[config.mk]
export PLATFORM = sky130hd
export DESIGN_NAME = spi_flash_power_down_control
export DESIGN_NICKNAME = d
export VERILOG_FILES = /design/src/core/spi_pd_pkg.sv /design/src/core/spi_flash_power_down_control.sv
export SDC_FILE = /design/constraint.sdc
export NUM_CORES = 1
export LEC_CHECK = 0
export ABC_CLOCK_PERIOD_IN_PS = 6900
export BUFFER_PORTS_ARGS = -buffer_cell sky130_fd_sc_hd__clkbuf_2
export CAP_MARGIN = 25
export CORE_MARGIN = 2
export CORE_UTILIZATION = 55
export DETAILED_ROUTE_END_ITERATION = 12
export PLACE_DENSITY = 0.81
export SYNTH_ARGS = -nofsm -noshare
export SYNTH_HDL_FRONTEND = slang
export SYNTH_SLANG_ARGS = --single-unit
export TNS_END_PERCENT = 1
[constraint.sdc]
create_clock -name clock -period 6.9 [get_ports clock]
set_clock_uncertainty 0.05 [all_clocks]
set_input_delay 1.38 -clock clock [delete_from_list [all_inputs] [get_ports clock]]
set_output_delay 1.38 -clock clock [all_outputs]
set_load 0.1 [all_outputs]
[src/core/spi_pd_pkg.sv]
package spi_pd_pkg;

    // ***********************************
    // command opcodes
    // ***********************************
    localparam logic [7:0] CMD_RESUME = 8'hAB;
    localparam logic [7:0] CMD_ULTRA = 8'h79;
    localparam logic [7:0] CMD_DEEP = 8'hB9;
    localparam logic [7:0] CMD_RESET_EN = 8'h66;
    localparam logic [7:0] CMD_RESET = 8'h99;
    localparam logic [7:0] CMD_NONE = 8'h00;

    // ***********************************
    // frame bit positions
    // ***********************************
    localparam logic [5:0] CNT_ZERO = 6'h00;
    localparam logic [5:0] CNT_ONE = 6'h01;
    localparam logic [5:0] CMD_LAST_BIT = 6'h07;
    localparam logic [5:0] ID_FIRST = 6'h20;
    localparam logic [5:0] ID_LAST = 6'h27;
    localparam logic [2:0] BYTE_POS_ZERO = 3'h0;
    localparam logic [2:0] BIT_MSB = 3'h7;

    // ***********************************
    // timing
    // ***********************************
    localparam int CLOCK_PERIOD_NS = 50;
    localparam int TIMER_W = 24;

    typedef enum logic [1:0] {
        mode_standby,
        mode_deep,
        mode_ultra
    } power_mode_t;

    typedef enum logic [2:0] {
        st_standby,
        st_deep,
        st_ultra,
        st_enter_ultra,
        st_wake_deep,
        st_wake_ultra
    } pd_state_t;

endpackage : spi_pd_pkg

[src/core/spi_flash_power_down_control.sv]
`timescale 1ns/1ps
// Operation
// - in deep sleep only resume and the reset pair act; others ignored
// - resume: standby gives id, deep wakes with id, ultra wakes without id
// - eight-bit resume then release wakes deep sleep within deep wake time
// - host holds select for 24 dummy clocks then 8 id clocks
// - id byte goes out msb first, repeating while select stays low
// - release after resume in ultra sleep resets, clears volatile, wakes
// - release before full command or off byte boundary aborts resume
// - ultra sleep entered by ultra command or deep command with depth bit clear
// - in ultra sleep every command but resume is ignored
// - ultra command enters ultra sleep after release; extra whole bytes ignored
// - release off byte boundary during ultra command stays in standby
// - ultra command ignored while busy; host polls and reissues
// - deep command with depth bit set enters deep sleep on release
module spi_flash_power_down_control
    import spi_pd_pkg::*;
#(
    parameter logic [7:0] DEVICE_ID = 8'h5A, // arbitrary value
    parameter int DEEP_WAKE_TIME_NS = 3000,
    parameter int ULTRA_WAKE_TIME_NS = 100000,
    parameter int ULTRA_ENTRY_TIME_NS = 3000
) (
    input wire logic clock,
    input wire logic rst_n,
    input wire logic enable,
    input wire logic cs_n,
    input wire logic sck,
    input wire logic si,
    input wire logic busy_flag,
    input wire logic sleep_depth_select,
    output logic so,
    output logic so_oe,
    output power_mode_t power_mode,
    output logic ready,
    output logic other_cmds_enabled,
    output logic reset_pair_enabled,
    output logic internal_reset
);

    // longest times round down, never below one cycle
    localparam int DEEP_WAKE_CYC = (DEEP_WAKE_TIME_NS / CLOCK_PERIOD_NS < 1) ? 1 :
        DEEP_WAKE_TIME_NS / CLOCK_PERIOD_NS;
    localparam int ULTRA_WAKE_CYC = (ULTRA_WAKE_TIME_NS / CLOCK_PERIOD_NS < 1) ? 1 :
        ULTRA_WAKE_TIME_NS / CLOCK_PERIOD_NS;
    localparam int ULTRA_ENTRY_CYC = (ULTRA_ENTRY_TIME_NS / CLOCK_PERIOD_NS < 1) ? 1 :
        ULTRA_ENTRY_TIME_NS / CLOCK_PERIOD_NS;
    localparam logic [TIMER_W-1:0] DEEP_WAKE_LOAD = TIMER_W'(DEEP_WAKE_CYC - 1);
    localparam logic [TIMER_W-1:0] ULTRA_WAKE_LOAD = TIMER_W'(ULTRA_WAKE_CYC - 1);
    localparam logic [TIMER_W-1:0] ULTRA_ENTRY_LOAD = TIMER_W'(ULTRA_ENTRY_CYC - 1);
    localparam logic [TIMER_W-1:0] TIMER_ZERO = '0;
    localparam logic [TIMER_W-1:0] TIMER_ONE = {{(TIMER_W-1){1'b0}}, 1'b1};

    // ***********************************
    // state
    // ***********************************
    typedef struct packed {
        logic cs_s1;
        logic cs_s2;
        logic cs_d;
        logic sck_s1;
        logic sck_s2;
        logic sck_d;
        logic si_s1;
        logic si_s2;
        logic [5:0] cnt;
        logic [7:0] shift;
        logic [7:0] cmd;
        pd_state_t state;
        logic [TIMER_W-1:0] timer;
        logic armed;
        logic so;
        logic so_oe;
        logic internal_reset;
    } ctrl_t;

    localparam ctrl_t CTRL_RESET = '{
        cs_s1: 1'b1, cs_s2: 1'b1, cs_d: 1'b1,
        sck_s1: 1'b0, sck_s2: 1'b0, sck_d: 1'b0,
        si_s1: 1'b0, si_s2: 1'b0,
        cnt: CNT_ZERO, shift: CMD_NONE, cmd: CMD_NONE,
        state: st_standby, timer: TIMER_ZERO, armed: 1'b0,
        so: 1'b0, so_oe: 1'b0, internal_reset: 1'b0
    };

    ctrl_t cur;
    ctrl_t next_cur;

    logic sck_rise;
    logic sck_fall;
    logic release_cs;
    logic start_cs;
    logic aligned;
    logic id_active;

    assign sck_rise = cur.sck_s2 & ~cur.sck_d;
    assign sck_fall = ~cur.sck_s2 & cur.sck_d;
    assign release_cs = cur.cs_s2 & ~cur.cs_d;
    assign start_cs = ~cur.cs_s2 & cur.cs_d;
    // whole command and a whole number of bytes
    assign aligned = (cur.cnt[2:0] == BYTE_POS_ZERO) && (cur.cnt != CNT_ZERO);
    // no identifier out of ultra sleep
    assign id_active = ~cur.cs_s2 && (cur.cmd == CMD_RESUME) && (cur.cnt >= ID_FIRST)
        && (cur.state == st_standby || cur.state == st_deep);

    // ***********************************
    // next state
    // ***********************************
    always_comb begin
        next_cur = cur;
        if (enable) begin
            next_cur.cs_s1 = cs_n;
            next_cur.cs_s2 = cur.cs_s1;
            next_cur.cs_d = cur.cs_s2;
            next_cur.sck_s1 = sck;
            next_cur.sck_s2 = cur.sck_s1;
            next_cur.sck_d = cur.sck_s2;
            next_cur.si_s1 = si;
            next_cur.si_s2 = cur.si_s1;
            next_cur.internal_reset = 1'b0;

            if (start_cs) begin
                next_cur.cnt = CNT_ZERO;
                next_cur.cmd = CMD_NONE;
            end else if (~cur.cs_s2) begin
                if (sck_rise) begin
                    next_cur.shift = {cur.shift[6:0], cur.si_s2};
                    // id phase wraps so the byte repeats
                    next_cur.cnt = (cur.cnt == ID_LAST) ? ID_FIRST : cur.cnt + CNT_ONE;
                    if (cur.cnt == CMD_LAST_BIT) begin
                        next_cur.cmd = {cur.shift[6:0], cur.si_s2};
                    end
                end
                // drive on falling edge, host samples on the next rising edge
                if (sck_fall && id_active) begin
                    next_cur.so = DEVICE_ID[BIT_MSB - cur.cnt[2:0]];
                    next_cur.so_oe = 1'b1;
                end
            end else begin
                next_cur.so_oe = 1'b0;
            end

            unique case (cur.state)
                st_standby: begin
                    if (release_cs && aligned && !busy_flag) begin
                        if (cur.cmd == CMD_ULTRA) begin
                            next_cur.state = st_enter_ultra;
                            next_cur.timer = ULTRA_ENTRY_LOAD;
                        end else if (cur.cmd == CMD_DEEP) begin
                            if (sleep_depth_select) begin
                                next_cur.state = st_deep;
                            end else begin
                                next_cur.state = st_enter_ultra;
                                next_cur.timer = ULTRA_ENTRY_LOAD;
                            end
                        end
                    end
                end
                st_deep: begin
                    if (release_cs) begin
                        next_cur.armed = 1'b0;
                        if (aligned && cur.cmd == CMD_RESUME) begin
                            next_cur.state = st_wake_deep;
                            next_cur.timer = DEEP_WAKE_LOAD;
                        end else if (aligned && cur.cmd == CMD_RESET_EN) begin
                            next_cur.armed = 1'b1;
                        end else if (aligned && cur.cmd == CMD_RESET && cur.armed) begin
                            next_cur.state = st_standby;
                            next_cur.internal_reset = 1'b1;
                        end
                    end
                end
                st_ultra: begin
                    if (release_cs && aligned && cur.cmd == CMD_RESUME) begin
                        next_cur.state = st_wake_ultra;
                        next_cur.timer = ULTRA_WAKE_LOAD;
                        next_cur.internal_reset = 1'b1;
                    end
                end
                st_enter_ultra, st_wake_deep, st_wake_ultra: begin
                    if (cur.timer == TIMER_ZERO) begin
                        next_cur.state = (cur.state == st_enter_ultra) ? st_ultra : st_standby;
                    end else begin
                        next_cur.timer = cur.timer - TIMER_ONE;
                    end
                end
            endcase
        end
    end

    always_ff @(posedge clock or negedge rst_n) begin
        if (!rst_n) begin
            cur <= CTRL_RESET;
        end else begin
            cur <= next_cur;
        end
    end

    // ***********************************
    // outputs
    // ***********************************
    assign so = cur.so;
    assign so_oe = cur.so_oe;
    assign internal_reset = cur.internal_reset;
    assign ready = (cur.state == st_standby);
    assign other_cmds_enabled = (cur.state == st_standby);
    assign reset_pair_enabled = (cur.state == st_standby) || (cur.state == st_deep);

    always_comb begin
        unique case (cur.state)
            st_deep, st_wake_deep: power_mode = mode_deep;
            st_ultra, st_wake_ultra: power_mode = mode_ultra;
            default: power_mode = mode_standby;
        endcase
    end
endmodule : spi_flash_power_down_control

==> metrics.md <==
| Metric | Value |
|---|---|
| Compound-Gate Fraction of Synth Area | 0.1870 |
| Synthesized cell area | 3392 um^2 |
| Post-Syn Area per Cell | 9.094 um^2 |
| Final worst-path cycle share | 0.5482 |
| Layout cell share with drive strength beyond 1 | 0.1645 |
| Period minus WS final | 3783 ps |
| Worst Setup Start Kind | flip-flop |
| Post-CTS Setup Inserts | 0 |
| Top_reg_cell synth | dfrtp_1 |
| Crit. End Element | primary output |
| Post-CTS Hold Fix Bufs | 0 |
| Post-CTS Resized | 0 |
| Ports | 16 |
| Rel. slew slack | 0.4207 |
| Initial Util | 0.5695 |
| First-pass GRT wire length | 12.23 mm |
| Leak | 1.570 nW |
| GRT Util Overall | 0.2339 |
| # setup viols final | 0 |
| Worst endpoint data arrival time | 2350 ps |
| Die area | 6811 um^2 |
| Vias per cell | 6.288 |
| Final Core Density | 0.6176 |
| Largest net degree at the start of global routing | 61 |
| Clock Pin Slew Worst Setup and Hold Paths | 70 ps |
| Leading cell types in the layout, fill and taps excluded | dfrtp_1, nand2_1, o21ai_0 |
| Max frequency | 0.2644 GHz |
| Xor and xnor fraction of the mapped netlist area | 0.01807 |
| WL/cell | 16.06 um |
| Max-cap viol count | 0 |
| Seq cells post-synth | 60 |
| Fin. max-slew vios | 0 |
| PwrDens | 403.9 nW/um^2 |
| Number of synthesized flops with an enable pin | 0 |
| Router iterations before antenna repair | 5 |
| TNS Setup | 0 ps |
| Critical Path Max Stage Delay | 710 ps |
| Outcome | finished, final reports clean |
| Worst path cell trace | nor3b_1 -> inv_1 -> nand2_1 -> clkbuf_2 |
| Synth Area in Adders | 0.01107 |
| N_diodes | 0 |
| Max clock buf depth | 2 |
| Mapped Cells | 373 |
| Endpoints failing hold | 0 |
| Post-Synthesis Net Count | 384 |
| Layout Nets | 389 |
| Simple-Gate Fraction of Synth Area | 0.2309 |
| Crit Path Class | reg2out |
| DP Wirelength | 4.989 mm |
| Core ar. | 5956 um^2 |
| Vias in the first global route | 2728 |
| Worst-Skew Late Latency | 350 ps |
| Post-synthesis sequential area ratio | 0.4437 |
| Critical-path top delay cell | nor3b_1 |
| Layout area overhead | 8.447% |
| Mux cell area share after synthesis | 0.06271 |
| Root Driver | clkbuf_8 |
| Num rows | 28 |
| Synth Warn # | 0 |
| ANT nets after route | 0 |
| Final total power | 1.486 mW |
| Most common cell after layout, fill and taps aside | dfrtp_1 |
| Die H | 82.53 um |
| Combinational family with the most area after synthesis | simple AND/OR/NAND/NOR gates |
| Synth unique cells | 58 |
| Fillers | 497 |
| Port Buf Inserts | 15 |
| CTS tree | yes |
| Die span in x | 82.53 um |
| Max IR drop VDD | 0.0002701 V |
| Slew @ Worst Pin | 866.5 ps |
| Hold Path Class | reg2reg |
| CP required | 5470 ps |
| RSZ-0062 raised after global routing | no |
| Initial drt markers | 228 |
| Vias | 2880 |
| Final wirelength | 7.354 mm |
| Initial antenna violation count | 0 |
| Gp weighted congestion | 0.7882 |
| Share of flip-flops with an asynchronous set or reset | 1.000 |
| Worst-path fanout max | 13 |
| Total CTS buffers | 9 |
| GRT Residual Overflow | 0 |
| DR DRC count | 0 |
| CTS H-tree depth | 3 |
| Clock Sinks | 60 |
-- cell families after synthesis --
family                     Yosys count
AOI/OAI and AO/OA                  102
xor gates and xnor gates             7
adders and majority gates            3
buffers and inverters               36
DFF                                 60
muxes                               19
and+or+nand+nor                    146
-- registers in the layout, indices dropped and copies added, names as in the netlist --
name,flops
cur,57
internal_reset,1
so,1
so_oe,1
-- power breakdown --
part / switching [mW] / total [mW] / internal (mW) / leakage (nW)
registers: 0.0822 / 0.502 / 0.419 / 0.788
clock network: 0.154 / 0.322 / 0.168 / 0.0958
logic: 0.455 / 0.662 / 0.207 / 0.687
-- cell usage after synthesis (all sizes together), types with 8 or more instances --
cell type,count,share of area
o31ai,17,0.038
nor4,10,0.020
mux2,18,0.060
inv,13,0.014
nand3,12,0.018
clkbuf,17,0.019
nor2,24,0.029
nand2,44,0.049
o21ai,42,0.062
or3,8,0.016
dfrtp,57,0.42
a21oi,16,0.024
nor3,14,0.021
-- stage by stage --
stage               setup WS, ps  cells  instance area, um^2  hold slack (ps)
floorplan                   3343    373                 3392            386.4
global placement            2933    441                 3463            411.2
detailed placement          2869    442                 3478            420.5
CTS                         3102    458                 3679            432.9
global route                2876    458                 3679            457.3
finish                      3117    458                 3679            437.9
-- layer usage --
| metal | track usage | wire length [um] | share of wire |
|---|---|---|---|
| met1 | 0.2785 | 3168 | 0.43 |
| met2 | 0.4073 | 3725 | 0.51 |
| met3 | 0.05543 | 358 | 0.049 |
| met4 | 0.09180 | 101 | 0.014 |
| met5 | 0 | 0 | 0 |
-- final timing paths --
path                            cells past startpoint             to  startpoint  slack (ps)
worst max-delay path                                4  power_mode[1]     cur[29]        3120
worst min-delay path                                1        cur[27]     cur[27]         440
worst max register to register                      8         cur[5]     cur[47]        3240
worst min register to register                      1        cur[27]     cur[27]         440
max in group asynchronous                           2        cur[28]       rst_n        5170
min in group asynchronous                           2        cur[22]       rst_n        1140
-- layout make-up --
| cell class | instances | area (um^2) | area share |
|---|---|---|---|
| clock inverters | 7 | 76.32 | 0.02075 |
| clock buffers | 9 | 123.9 | 0.03367 |
| repair buffers | 17 | 97.59 | 0.02653 |
| well taps | 75 | 93.84 | 0.02551 |
| inverters | 13 | 48.80 | 0.01327 |
| multi-input cells | 277 | 1733 | 0.4711 |
| flip-flops and latches | 60 | 1505 | 0.4092 |
-- worst max-delay path: cells and delay by family (launching register included) --
kind,cells,cell delay [ps]
simple gates,2,820
flops,1,550
buf+inv,2,630
Note: power is estimated with default switching activity, not from simulation.
